`src/hdl/power_path_pkg.sv`:
```
// Constants for the power path switch controller.
// Assumes comparator flags arrive synchronous to core_clk.
// Operation
// - Adapter present: above margin, no overvoltage
// - Bus input present: above margin, no overvoltage
// - Rail below short threshold raises short flag
// - Battery switch overcurrent raises overcurrent flag
// - Fault forces switches off, enables recovery
// - Recovery: adapter resistor, bus resistor, current source
// - Lockout all off; otherwise priority selection
// - Priority bit zero forces battery only
// - Suspend ignores bus input presence
// - Switch states readable at power_switch_state_status
// - Detection flags readable at input_detect_fault_status
// - Charger allowed to run in sleep
// - Charger fed by converter two pre-regulator
// - Fast charge selects battery tracking mode
// - Battery, precharge, no thermistor: programmed voltage
// - Stand-alone configuration never tracks
package power_path_pkg;
  localparam logic [7:0] SWITCH_STATUS_ADDR = 8'hB9;
  localparam logic [7:0] DETECT_STATUS_ADDR = 8'hBB;
  // Field positions in the switch state status register
  localparam int BAT_SW_BIT  = 0;
  localparam int AC_SW_BIT   = 1;
  localparam int BUS_SW_BIT  = 2;
  // Field positions in the detection status register
  localparam int RAIL_LOW_BIT = 0;
  localparam int AC_DET_BIT   = 1;
  localparam int BUS_DET_BIT  = 2;
  localparam int ADAPTER_OVERVOLTAGE_FLAG_BIT   = 3;
  localparam int BUS_OVP_BIT  = 4;
  localparam int TRACK_OFFSET_MV = 260;
  localparam int HOST_MARGIN_MV  = 250;
  localparam logic [7:0] ZERO_BYTE = 8'h00;

  typedef enum logic [2:0]
  {
    REC_NONE = 3'b000,
    REC_AC   = 3'b001,
    REC_BUS  = 3'b010,
    REC_ISRC = 3'b100
  } recovery_t;

  typedef enum logic [1:0]
  {
    CONV_FIXED = 2'b01,
    CONV_TRACK = 2'b10
  } conv_mode_t;
endpackage

```
`src/hdl/power_path_ctrl.sv`:
```
// Power path switch decision, fault recovery and converter two mode.
// Assumes analog comparator outputs and register bits are synchronous
// to core_clk; register read data is selected by rd_addr each cycle.
`timescale 1ns/100ps
module power_path_ctrl
  import power_path_pkg::*;
(
  input  wire logic                    core_clk,
  input  wire logic                    resetn,
  input  wire logic                    undervoltage_lockout_active,
  input  wire logic                    ac_above_bat,
  input  wire logic                    bus_above_bat,
  input  wire logic                    adapter_overvoltage_flag_cmp,
  input  wire logic                    bus_ovp_cmp,
  input  wire logic                    rail_short_cmp,
  input  wire logic                    bat_overcurrent_cmp,
  input  wire logic                    supplement_cmp,
  input  wire logic                    source_priority_select,
  input  wire logic                    bus_input_suspend,
  input  wire logic                    preregulator_config,
  input  wire logic                    charger_fast_charge,
  input  wire logic                    charger_precharge,
  input  wire logic                    thermistor_present,
  input  wire logic                    sleep_state,
  input  wire logic                    charger_enable,
  input  wire logic [7:0]              rd_addr,
  output logic                         adapter_switch_on_flag,
  output logic                         bus_input_switch_on_flag,
  output logic                         battery_switch_on_flag,
  output power_path_pkg::recovery_t    recovery_sel,
  output power_path_pkg::conv_mode_t   conv_mode,
  output logic                         charger_run,
  output logic [7:0]                   rd_data
);
  import power_path_pkg::*;

  typedef struct packed
  {
    logic       ac_sw;
    logic       bus_sw;
    logic       bat_sw;
    recovery_t  rec;
    conv_mode_t mode;
    logic       chg;
    logic [7:0] rdat;
  } state_t;

  state_t s_q;
  state_t s_d;

  logic adapter_present_flag;
  logic bus_input_present_flag;
  logic rail_low_flag;
  logic batsw_oc_flag;
  logic fault;
  logic bus_usable;
  logic [7:0] sw_stat;
  logic [7:0] det_stat;

  // ****************************************
  // Detection
  // ****************************************
  assign adapter_present_flag   = ac_above_bat & ~adapter_overvoltage_flag_cmp;
  assign bus_input_present_flag = bus_above_bat & ~bus_ovp_cmp;
  assign rail_low_flag          = rail_short_cmp;
  assign batsw_oc_flag          = bat_overcurrent_cmp;
  assign fault                  = rail_low_flag | batsw_oc_flag;
  assign bus_usable             = bus_input_present_flag & ~bus_input_suspend;

  always_comb
  begin
    sw_stat = ZERO_BYTE;
    sw_stat[BAT_SW_BIT] = s_q.bat_sw;
    sw_stat[AC_SW_BIT]  = s_q.ac_sw;
    sw_stat[BUS_SW_BIT] = s_q.bus_sw;
    det_stat = ZERO_BYTE;
    det_stat[RAIL_LOW_BIT] = rail_low_flag;
    det_stat[AC_DET_BIT]   = adapter_present_flag;
    det_stat[BUS_DET_BIT]  = bus_input_present_flag;
    det_stat[ADAPTER_OVERVOLTAGE_FLAG_BIT]   = adapter_overvoltage_flag_cmp;
    det_stat[BUS_OVP_BIT]  = bus_ovp_cmp;
  end

  // ****************************************
  // Next state
  // ****************************************
  always_comb
  begin
    s_d = s_q;
    s_d.ac_sw  = 1'b0;
    s_d.bus_sw = 1'b0;
    s_d.bat_sw = 1'b0;
    s_d.rec    = REC_NONE;
    if (undervoltage_lockout_active)
    begin
      s_d.rec = REC_NONE;
    end
    else if (fault)
    begin
      // Switches stay off so the short is not fed; a weak source probes recovery
      if (adapter_present_flag)
        s_d.rec = REC_AC;
      else if (bus_input_present_flag)
        s_d.rec = REC_BUS;
      else
        s_d.rec = REC_ISRC;
    end
    else if (!source_priority_select)
    begin
      s_d.bat_sw = 1'b1;
    end
    else if (adapter_present_flag)
    begin
      s_d.ac_sw  = 1'b1;
      s_d.bat_sw = supplement_cmp;
    end
    else if (bus_usable)
    begin
      s_d.bus_sw = 1'b1;
      s_d.bat_sw = supplement_cmp;
    end
    else
    begin
      s_d.bat_sw = 1'b1;
    end

    // Tracking only in pre-regulator mode while fast charging from an input
    if (preregulator_config && charger_fast_charge && !charger_precharge &&
        thermistor_present && (s_d.ac_sw || s_d.bus_sw))
      s_d.mode = CONV_TRACK;
    else
      s_d.mode = CONV_FIXED;

    s_d.chg = charger_enable; // sleep_state does not gate charging

    if (rd_addr == SWITCH_STATUS_ADDR)
      s_d.rdat = sw_stat;
    else if (rd_addr == DETECT_STATUS_ADDR)
      s_d.rdat = det_stat;
    else
      s_d.rdat = ZERO_BYTE;
  end

  always_ff @(posedge core_clk)
  begin
    if (!resetn)
    begin
      s_q.ac_sw  <= 1'b0;
      s_q.bus_sw <= 1'b0;
      s_q.bat_sw <= 1'b0;
      s_q.rec    <= REC_NONE;
      s_q.mode   <= CONV_FIXED;
      s_q.chg    <= 1'b0;
      s_q.rdat   <= ZERO_BYTE;
    end
    else
      s_q <= s_d;
  end

  assign adapter_switch_on_flag   = s_q.ac_sw;
  assign bus_input_switch_on_flag = s_q.bus_sw;
  assign battery_switch_on_flag   = s_q.bat_sw;
  assign recovery_sel             = s_q.rec;
  assign conv_mode                = s_q.mode;
  assign charger_run              = s_q.chg;
  assign rd_data                  = s_q.rdat;

  // ****************************************
  // Assertions
  // ****************************************
  a_undervoltage_lockout_all_off: assert property (@(posedge core_clk) disable iff (!resetn)
    undervoltage_lockout_active |=> !adapter_switch_on_flag && !bus_input_switch_on_flag &&
                    !battery_switch_on_flag && recovery_sel == REC_NONE)
    else $error("switch on during lockout");
  a_fault_off: assert property (@(posedge core_clk) disable iff (!resetn)
    (!undervoltage_lockout_active && (rail_short_cmp || bat_overcurrent_cmp)) |=>
      !adapter_switch_on_flag && !bus_input_switch_on_flag &&
      !battery_switch_on_flag && recovery_sel != REC_NONE)
    else $error("fault did not open switches");
  a_rec_isrc: assert property (@(posedge core_clk) disable iff (!resetn)
    (!undervoltage_lockout_active && rail_short_cmp && !(ac_above_bat && !adapter_overvoltage_flag_cmp) &&
     !(bus_above_bat && !bus_ovp_cmp)) |=> recovery_sel == REC_ISRC)
    else $error("wrong recovery source");
  a_adapter_overvoltage_flag_block: assert property (@(posedge core_clk) disable iff (!resetn)
    adapter_overvoltage_flag_cmp |=> !adapter_switch_on_flag)
    else $error("adapter used while overvoltage");
  a_bus_ovp_block: assert property (@(posedge core_clk) disable iff (!resetn)
    bus_ovp_cmp |=> !bus_input_switch_on_flag)
    else $error("bus input used while overvoltage");
  a_prio_zero: assert property (@(posedge core_clk) disable iff (!resetn)
    (!undervoltage_lockout_active && !rail_short_cmp && !bat_overcurrent_cmp && !source_priority_select)
      |=> battery_switch_on_flag && !adapter_switch_on_flag && !bus_input_switch_on_flag)
    else $error("battery not selected");
  a_suspend_bus: assert property (@(posedge core_clk) disable iff (!resetn)
    bus_input_suspend |=> !bus_input_switch_on_flag)
    else $error("bus switch on while suspended");
  a_supplement: assert property (@(posedge core_clk) disable iff (!resetn)
    adapter_switch_on_flag |-> battery_switch_on_flag == $past(supplement_cmp))
    else $error("supplement mismatch");
  a_no_track_fixed: assert property (@(posedge core_clk) disable iff (!resetn)
    !preregulator_config |=> conv_mode == CONV_FIXED)
    else $error("tracking in stand-alone mode");
  a_status_read: assert property (@(posedge core_clk) disable iff (!resetn)
    rd_addr == SWITCH_STATUS_ADDR |=> rd_data[AC_SW_BIT] == $past(adapter_switch_on_flag))
    else $error("switch status wrong");

  a_ac_detect: assert property (@(posedge core_clk) disable iff (!resetn)
    (ac_above_bat && !adapter_overvoltage_flag_cmp && rd_addr == DETECT_STATUS_ADDR) |=>
      rd_data[AC_DET_BIT])
    else $error("adapter presence not reported");

  a_adapter_overvoltage_flag_clear: assert property (@(posedge core_clk) disable iff (!resetn)
    (adapter_overvoltage_flag_cmp && rd_addr == DETECT_STATUS_ADDR) |=>
      !rd_data[AC_DET_BIT] && rd_data[ADAPTER_OVERVOLTAGE_FLAG_BIT])
    else $error("adapter overvoltage not reported");

  a_bus_detect: assert property (@(posedge core_clk) disable iff (!resetn)
    (bus_above_bat && !bus_ovp_cmp && rd_addr == DETECT_STATUS_ADDR) |=>
      rd_data[BUS_DET_BIT])
    else $error("bus input presence not reported");

  a_bus_ovp_clear: assert property (@(posedge core_clk) disable iff (!resetn)
    (bus_ovp_cmp && rd_addr == DETECT_STATUS_ADDR) |=>
      !rd_data[BUS_DET_BIT] && rd_data[BUS_OVP_BIT])
    else $error("bus input overvoltage not reported");

  a_rail_low_stat: assert property (@(posedge core_clk) disable iff (!resetn)
    (rail_short_cmp && rd_addr == DETECT_STATUS_ADDR) |=>
      rd_data[RAIL_LOW_BIT])
    else $error("rail low not reported");

  a_oc_fault: assert property (@(posedge core_clk) disable iff (!resetn)
    (!undervoltage_lockout_active && bat_overcurrent_cmp) |=>
      recovery_sel != REC_NONE && !battery_switch_on_flag)
    else $error("overcurrent not treated as fault");

  a_rec_ac: assert property (@(posedge core_clk) disable iff (!resetn)
    (!undervoltage_lockout_active && fault && adapter_present_flag) |=>
      recovery_sel == REC_AC)
    else $error("adapter resistor not chosen");

  a_rec_bus: assert property (@(posedge core_clk) disable iff (!resetn)
    (!undervoltage_lockout_active && fault && !adapter_present_flag && bus_input_present_flag) |=>
      recovery_sel == REC_BUS)
    else $error("bus resistor not chosen");

  a_ac_select: assert property (@(posedge core_clk) disable iff (!resetn)
    (!undervoltage_lockout_active && !fault && source_priority_select && adapter_present_flag) |=>
      adapter_switch_on_flag && !bus_input_switch_on_flag)
    else $error("adapter not selected");

  a_bus_select: assert property (@(posedge core_clk) disable iff (!resetn)
    (!undervoltage_lockout_active && !fault && source_priority_select && !adapter_present_flag &&
     bus_usable) |=> bus_input_switch_on_flag && !adapter_switch_on_flag)
    else $error("bus input not selected");

  a_bat_fallback: assert property (@(posedge core_clk) disable iff (!resetn)
    (!undervoltage_lockout_active && !fault && source_priority_select && !adapter_present_flag &&
     bus_input_suspend) |=> battery_switch_on_flag && !bus_input_switch_on_flag)
    else $error("battery not used while suspended");

  a_bus_supplement: assert property (@(posedge core_clk) disable iff (!resetn)
    bus_input_switch_on_flag |->
      battery_switch_on_flag == $past(supplement_cmp))
    else $error("bus supplement mismatch");

  a_track_mode: assert property (@(posedge core_clk) disable iff (!resetn)
    (preregulator_config && charger_fast_charge && !charger_precharge &&
     thermistor_present && !undervoltage_lockout_active && !fault && source_priority_select &&
     adapter_present_flag) |=> conv_mode == CONV_TRACK)
    else $error("tracking not selected");

  a_fixed_charge: assert property (@(posedge core_clk) disable iff (!resetn)
    (charger_precharge || !thermistor_present) |=> conv_mode == CONV_FIXED)
    else $error("tracking during precharge");

  a_track_input: assert property (@(posedge core_clk) disable iff (!resetn)
    conv_mode == CONV_TRACK |->
      adapter_switch_on_flag || bus_input_switch_on_flag)
    else $error("tracking on battery");

  a_sleep_charge: assert property (@(posedge core_clk) disable iff (!resetn)
    (charger_enable && sleep_state) |=>
      charger_run)
    else $error("charger held off in sleep");

  a_det_upper: assert property (@(posedge core_clk) disable iff (!resetn)
    rd_addr == DETECT_STATUS_ADDR |=>
      rd_data[7:BUS_OVP_BIT+1] == '0)
    else $error("detect status upper bits set");

  a_unmapped_read: assert property (@(posedge core_clk) disable iff (!resetn)
    (rd_addr != SWITCH_STATUS_ADDR && rd_addr != DETECT_STATUS_ADDR) |=>
      rd_data == ZERO_BYTE)
    else $error("unmapped read not zero");

  a_bat_status: assert property (@(posedge core_clk) disable iff (!resetn)
    rd_addr == SWITCH_STATUS_ADDR |=>
      rd_data[BAT_SW_BIT] == $past(battery_switch_on_flag))
    else $error("battery switch status wrong");

  a_bus_status: assert property (@(posedge core_clk) disable iff (!resetn)
    rd_addr == SWITCH_STATUS_ADDR |=>
      rd_data[BUS_SW_BIT] == $past(bus_input_switch_on_flag))
    else $error("bus switch status wrong");
endmodule

```
`config.mk`:
```
export PLATFORM = sky130hd
export DESIGN_NAME = power_path_ctrl
export DESIGN_NICKNAME = d
export VERILOG_FILES = /design/src/hdl/power_path_pkg.sv /design/src/hdl/power_path_ctrl.sv
export SDC_FILE = /design/constraint.sdc
export NUM_CORES = 1
export LEC_CHECK = 0
export ABC_AREA = 1
export BUFFER_PORTS_ARGS = -buffer_cell sky130_fd_sc_hd__buf_4
export CAP_MARGIN = 20
export CELL_PAD_IN_SITES_DETAIL_PLACEMENT = 1
export CELL_PAD_IN_SITES_GLOBAL_PLACEMENT = 2
export CORE_UTILIZATION = 21
export DETAILED_ROUTE_END_ITERATION = 8
export PLACE_DENSITY_LB_ADDON = 0.3
export SLEW_MARGIN = 15
export SYNTH_ARGS = -nofsm -noshare
export SYNTH_HDL_FRONTEND = slang
export SYNTH_SLANG_ARGS = --single-unit
```
`constraint.sdc`:
```
create_clock -name core_clk -period 1.2 [get_ports core_clk]
set_input_delay 0.06 -clock core_clk [delete_from_list [all_inputs] [get_ports core_clk]]
set_output_delay 0.06 -clock core_clk [all_outputs]
set_load 0.1 [all_outputs]
```
==> results by stage, run 1 <==
Worst setup path:
- The data required time at the worst endpoint is 1140 ps.
- The data arrival time of the critical path is 900 ps.
- The critical path capture point type is a primary output.
- Among cell families on the critical path, the largest total delay comes from flip-flops.
- The destination of the worst register-to-register timing path is rd_data[1].
- The count of cell instances traversed by the critical path is 1.
- The type of the worst setup path is register to primary output.
- The startpoint type of the worst setup path is a register.
- The critical path goes through buf_4.
- The critical register-to-register path startpoint is adapter_switch_on_flag.
- The first element of the critical path is bus_input_switch_on_flag.
- The highest-delay cell along the critical path is dfxtp_2.
- The end of the critical path is bus_input_switch_on_flag.
- The delay of the slowest cell on the worst path is ~340 ps.
- The maximum fanout along the worst path is 2.
- The count of buffering cells on the critical path with inverters included is 1.
- Measured in cells, the most critical reg-to-reg path has a length of 2.
- The worst register-to-register path has a setup slack of 580 ps.

Synth:
- After synthesis the netlist holds a flip-flop and latch count of 14.
- The number of distinct library cell variants in the gate-level netlist after synthesis is 17.
- The synthesized area per cell is about 8 um2.
- The synthesized instance count is 73.
- The share of the Yosys chip area taken by registers is 0.467.
- The synthesized netlist occupies a cell area of 601 um2.
- The number of warning messages in the yosys log is 0.

Detailed routing:
- The final route contains 615 vias.
- The per-cell routed wire length is 9.85 um.
- The remaining antenna violation count is 0.
- The final layout contains routed wiring with a total length of 1470 um.
- The total met3 wirelength after detailed routing is 123 um.
- Detailed routing placed a total of 776 um of wire on met2.
- The routed length on met1 is 556 um.
- The post-detailed-route DRC marker count is 0.
- The per-cell via count in the routed design is 4.13.
- For this block, the initial DRC count from the detailed router was 15.
- For this run, the detailed router's first-pass iteration total came to 4.
- The highest metal layer carrying signal wires in the routed design is met4.

Die:
- The total number of placement rows is 19.
- The y dimension of the die is 55.5 um.
- The core area is 2730 um2.
- The boundary pin count is 43.
- The overall die width is 55.5 um.
- The area of the die is around 3100 um2.
- The initial utilization of the core area, before any placement, comes to 0.220.

Final layout:
- Compared with the post-synthesis result, the final layout area differs by 64.8%.
- The net count reported at finish is roughly 150.
- The register cell area after layout is about 280 um2.
- The repair_antennas step left the layout with diodes totalling 0.
- The share of post-route cells with drive strength above 1 is 0.483.
- The post-layout instance area is 990 um2.
- The multi-input combinational cells in the finished layout cover a total of 260 um2.
- The number of filler instances in the final layout is ~340.

Power:
- IR analysis of the VDD net gives a maximum drop of around 0.61 mV.
- The analysis attributes to cell leakage a power of 0.500 nW.
- The power consumption is 1.03 mW.
- The power density over the cells is 1040 nW/um2.

STA:
- The time the final worst path needs with I/O delays and setup is about 960 ps.
- Static timing analysis puts the maximum clock frequency at 1040 MHz.
- Setup repair after global routing left no endpoint under its margin.
- The worst hold margin is -2.51 ps.
- In the finished design, the share of the clock period the worst path needs comes to 0.799.
- The count of final hold-check violations is 1.
- The clock tree skew after final layout is 7.80 ps.
- The number of max-slew violations in the final report is 0.
- Setup violations remaining at the end of the flow were counted as 0.
- Summed over all failing endpoints, the final setup total negative slack is 0 ps.

CTS:
- For the worst-skew pair, the clock arrives at the later sink with an insertion delay of 280 ps.
- The clock transition at the registers of the reported paths is approximately 90 ps.
- The CTS sink count is 14.
- In this run, post-CTS repair resized a total of 0 instances.
- The H-tree level count is 1.
- The deepest clock path buffer count is 2.
- The number of setup buffers added after CTS is 0.
- TritonCTS built the clock tree.
- The tree is rooted in a clkbuf_4.
- The TritonCTS buffer count is 3.

Global routing:
- The via count of the first global-routing pass is about 670.
- Entering global routing, the biggest net connects 9 pins.
- The number of antenna violations at the first check in global routing is 0.
- The wire length of the first global-routing pass is 2730 um.
- In the global route stage, overall resource usage came out at 0.112.
- After global routing the overflow that remains totals 0.

Place:
- The placed instances occupy a cell area of roughly 910 um2.
- The placed wire-length estimate is roughly 1200 um.
- The congestion estimate from routability-driven global placement came to 0.659.
- Input and output buffers added on the ports amount to 38.

Flow run:
- Max-cap violations in this run came to 0.

Worst hold path:
- The kind of path behind the tightest hold check is input pin to register.
- The launch point of the worst hold path is resetn.

Outcome:
- The run finished, with violations left.
- The final reports fail on negative hold slack.
how the worst min path moves through the flow:
stage                 endpoint  slack (ps)  depth (start not counted)
2_1_floorplan  recovery_sel[0]         140                          1
3_3_place_gp       charger_run         250                          3
3_5_place_dp       charger_run         260                          3
4_1_cts             rd_data[4]          10                          3
5_1_grt             rd_data[4]          10                          3
6_report           charger_run          -3                          3
layout make-up:
| cell class | instances | share of cell area |
|---|---|---|
| Multi-Input combinational cell | 46 | 0.263 |
| Tap cell | 31 | 0.0392 |
| Inverter | 12 | 0.0455 |
| Clock buffer | 4 | 0.0367 |
| Timing Repair Buffer | 42 | 0.329 |
| Sequential cell | 14 | 0.287 |
Yosys cell counts (all sizes together):
master,n,area [um2]
nand2,12,55.1
inv,12,45.1
nor2,14,93.8
conb,1,3.75
a21oi,4,20.0
nand3b,2,15.0
buf,3,22.5
nand3,7,40.0
nor4,1,6.26
nand4,3,18.8
dfxtp,14,280
cell families (layout without fill, tap and decap cells):
group           after synthesis  in the layout  share of synthesized area
buf+inv                      15             58                      0.113
simple gates                 39             39                      0.381
flops                        14             14                      0.467
compound gates                4              4                     0.0333
other cells                   1              3                    0.00624
stage by stage:
step	worst slack (ps)	instances	util
finish	241	149	0.362
CTS	36.9	150	0.366
global placement	407	141	0.334
global route	196	149	0.362
floorplan	231	75	-
detailed placement	407	141	0.334
placed cells by master, fill, tap and decap left out:
master and count:
a21oi_1 4, buf_4 38, clkbuf_4 3, clkbuf_8 1
conb_1 3, dfxtp_1 11, dfxtp_2 3, dlygate4sd3_1 4
inv_1 10, inv_2 2, nand2_1 8, nand2_2 4
nand3_1 6, nand3_2 1, nand3b_1 2, nand4_1 3
nor2_1 9, nor2_2 1, nor2_4 3, nor2_8 1
nor4_1 1
metal layers:
metal,up-vias,track usage
li1,313,-
met4,0,0.0321
met5,-,0
met1,273,0.117
met2,27,0.201
met3,2,0.0492
where the power goes:
part / internal [mW] / switching (mW) / leakage, nW
registers: 0.470 / 0.00195 / 0.115
clock network: 0.184 / 0.146 / 0.0210
logic: 0.0830 / 0.148 / 0.364
total: 0.738 / 0.295 / 0.500
registers in the layout, summed over array words and instances (netlist names):
register                  cells
adapter_switch_on_flag        1
battery_switch_on_flag        1
bus_input_switch_on_flag      1
charger_run                   1
conv_mode                     2
rd_data                       5
recovery_sel                  3
what timing repair did:
action / in CTS / in global routing
setup endpoints to repair: 0 / 1
hold endpoints to repair: 3 / 0
hold buffers: 5 / 0
(Power assumes the default switching activity.)
==> run 2: changes to the inputs <==
CORE_UTILIZATION = 19   (was 21)
clock period = 0.9 ns   (was 1.2 ns; I/O delays follow)
==> run 2 against run 1 <==
Compared with the run above: the flow now finishes without violations; register-to-register slack worse by 330 ps; cell area is 17% higher; total power is 27% higher; sequential power is 33% higher; via count is 3.7% higher; final cell count is 10% higher; worst setup slack worse by 200 ps; critical path depth stayed put; critical path type unchanged.
==> results by stage, run 2 (synthesis gave the netlist of run 1 again) <==
Worst setup path:
- The worst setup path is captured at a primary output.
- By startpoint and endpoint, the worst setup path is classified as register to primary output.
- The worst setup path is launched from a register.
- The data arrival time of the critical path is 820 ps.
- Along the worst path, the maximum fanout reaches 1.
- The signal on the critical path passes through buf_6.
- The number of buffers and inverters on the critical path is 1.
- The largest individual stage delay along the critical path comes from the cell dfxtp_2.
- The delay of the slowest cell on the worst path is 330 ps.
- The cell family with the largest share of critical-path delay is flip-flops.
- The data required time at the worst endpoint is 850 ps.

Place:
- Timing analysis after detailed placement gives a worst setup slack of 104 ps.
- The cell count after placement is 154.
- The count of buffers added on input and output ports is 38.
- In this run the cell area measured after placement is 951 um2.
- Detailed placement ended at an HPWL of 1190 um.
- The last weighted congestion value of the routability-driven placer is 0.635.

Global routing:
- The number of antenna violations at the first check in global routing came to 0.
- The maximum number of pins on one net before global-route repair is 9.
- The via count of the first global-routing pass is around 640.
- The total routing usage reported by global routing is 0.103.
- The wire length of the first global-routing pass is 2590 um.
- Summed over all layers, the global routing overflow is 0.

Detailed routing:
- The number of iterations in the first detailed-routing pass is 2.
- The total routed wirelength is 1590 um.
- After the first detailed-routing iteration, the DRC count stood at 4.
- The total via count in the routed design is 638.
- The per-cell routed wire length is 9.70 um.
- After detailed routing, the number of remaining DRC violations is 0.
- In the routed layout, each cell is associated on average with a via count of 3.89.
- The remaining antenna violation count is 0.

STA:
- In the finished design, the share of the clock period the worst path needs comes to 0.960.
- Setup slack on the critical path of the routed design comes to 36.3 ps.
- The number of max-slew violations in the final report is 0.
- The count of final hold-check violations is 0.
- Summed over all failing endpoints, the final setup total negative slack is 0 ps.
- Clock skew on the completed layout was measured at 4.17 ps.
- After layout, the minimum clock period comes to 864 ps.
- Setup repair after global routing left no endpoint under its margin.
- The final-report setup violation count is 0.
- Hold timing on the final database bottoms out at a slack of between 7 and 8 ps.
- Static timing analysis puts the maximum clock frequency at 1160 MHz.

Final layout:
- The growth of design area from synthesis to finish is 93.3%.
- The share of post-route cells with drive strength above 1 is 0.558.
- The register with the most flip-flops in the layout has 5 of them.
- Measured on the finished design, the core utilization comes to 0.383.
- The layout has 366 filler cells.
- For this run, the number of standard cells in the final layout without fillers is 164.
- At the end of the flow, the number of nets in the layout was 147.
- The most common library cell in the layout ignoring fill and taps is buf_4.
- With fillers left out, the area of the finished cells amounts to between 1000 and 1500 um2.
- In the layout the commonest cells are buf_4 (24), dfxtp_2 (11), inv_1 (10).
- The diode insertion count for antenna repair is 0.

Power:
- The share of total power in sequential cells is 0.476.
- The part of the total power dissipated in the clock network is 0.273.
- In this run the power spent charging and discharging nets is 406 uW.
- For this design the static power due to leakage is 0.539 nW.
- Total power for the finished layout comes to 1.32 mW.
- Of the total power, the share spent switching nets is 0.308.
- The power density over the cells is 1130 nW/um2.
- Cell internal power was estimated by the tool at 911 uW.
- The share of total power in combinational logic is 0.251.
- VDD sags by at most about 0.32 mV.

CTS:
- The deepest clock path buffer count is 2.
- CTS placed an instance of clkbuf_4 at the clock tree root.
- After clock tree synthesis, the clock-pin slew on the worst setup and hold paths is 80 ps.
- Clock latency on the worst-skew pair, taken at its later pin, is 270 ps.
- The TritonCTS buffer count is 3.
- The H-tree level count is 1.
- The TritonCTS clock tree is yes.
- For this design, the sink count on the clock tree is 14.

Die:
- The y dimension of the die is 58.2 um.
- The boundary pin count is 43.
- The initial utilization of the core area, before any placement, comes to 0.198.
- From left edge to right edge, the die measures a little under 60 um.
- The core area is about 3000 um2.
- The floorplan has 20 rows.
- The area of the die is 3390 um2.

Worst hold path:
- The kind of path behind the tightest hold check is input pin to register.

Flow run:
- The tool flagged a number of max-cap violations equal to 0.

Outcome:
- The run finished with clean final reports.
==> run 2: changes by cell type in the layout (fill, tap and decap cells not counted) <==
| cell | delta |
|---|---|
| buf_4 | -14 |
| dfxtp_1 | -11 |
| dfxtp_2 | +8 |
| buf_12 | +6 |
| buf_8 | +5 |
| buf_6 | +3 |
| dfxtp_4 | +3 |
| dlygate4sd3_1 | +2 |
| clkbuf_8 | -1 |
| clkinv_1 | +1 |
==> run 2: area by class of cell <==
type	instances	area, um2	area share
multi-input cells	46	260	0.224
clock buffers	3	22.5	0.0194
clock inverters	1	3.75	0.00323
inverters	12	45.0	0.0388
repair buffers	44	469	0.404
flip-flops and latches	14	305	0.263
well taps	44	55.1	0.0474
==> run 2: layer usage <==
| layer | global-route usage | up-vias | wire [um] |
|---|---|---|---|
| met3 | 0.0290 | 2 | 85 |
| met4 | 0.0408 | 0 | 9 |
| met2 | 0.190 | 24 | 903 |
| li1 | - | 317 | - |
| met5 | 0 | - | 0 |
| met1 | 0.108 | 295 | 592 |
==> run 2: worst paths after layout <==
path,from,end,slack (ps),cells past startpoint
worst max-delay path,rd_data[2],rd_data[2],40,1
worst min-delay path,bus_ovp_cmp,rd_data[4],7,3
worst max register to register,adapter_switch_on_flag,rd_data[1],250,2
worst min register to register,battery_switch_on_flag,rd_data[0],520,2
==> run 2: tightest hold or removal path, delay by kind of cell <==
| family | cells | cell delay [ps] |
|---|---|---|
| buf+inv | 2 | 120 |
| simple gates | 1 | 90 |
==> run 2: repair_timing <==
item,in CTS,in global routing
setup endpoints to repair,14,11
setup buffers,0,0
hold buffers,6,0
cloned,0,0
endpoints found under the hold margin,4,0
gates resized for setup,17,14
==> run 2: power groups by stage <==
stage / Clock, mW / Combinational (mW) / Sequential [mW]
2_1_floorplan: 0 / 0.132 / 0.697
3_3_place_gp: 0 / 0.293 / 0.637
3_5_place_dp: 0 / 0.297 / 0.637
4_1_cts: 0.376 / 0.324 / 0.624
5_1_grt: 0.418 / 0.353 / 0.627
6_report: 0.360 / 0.330 / 0.626
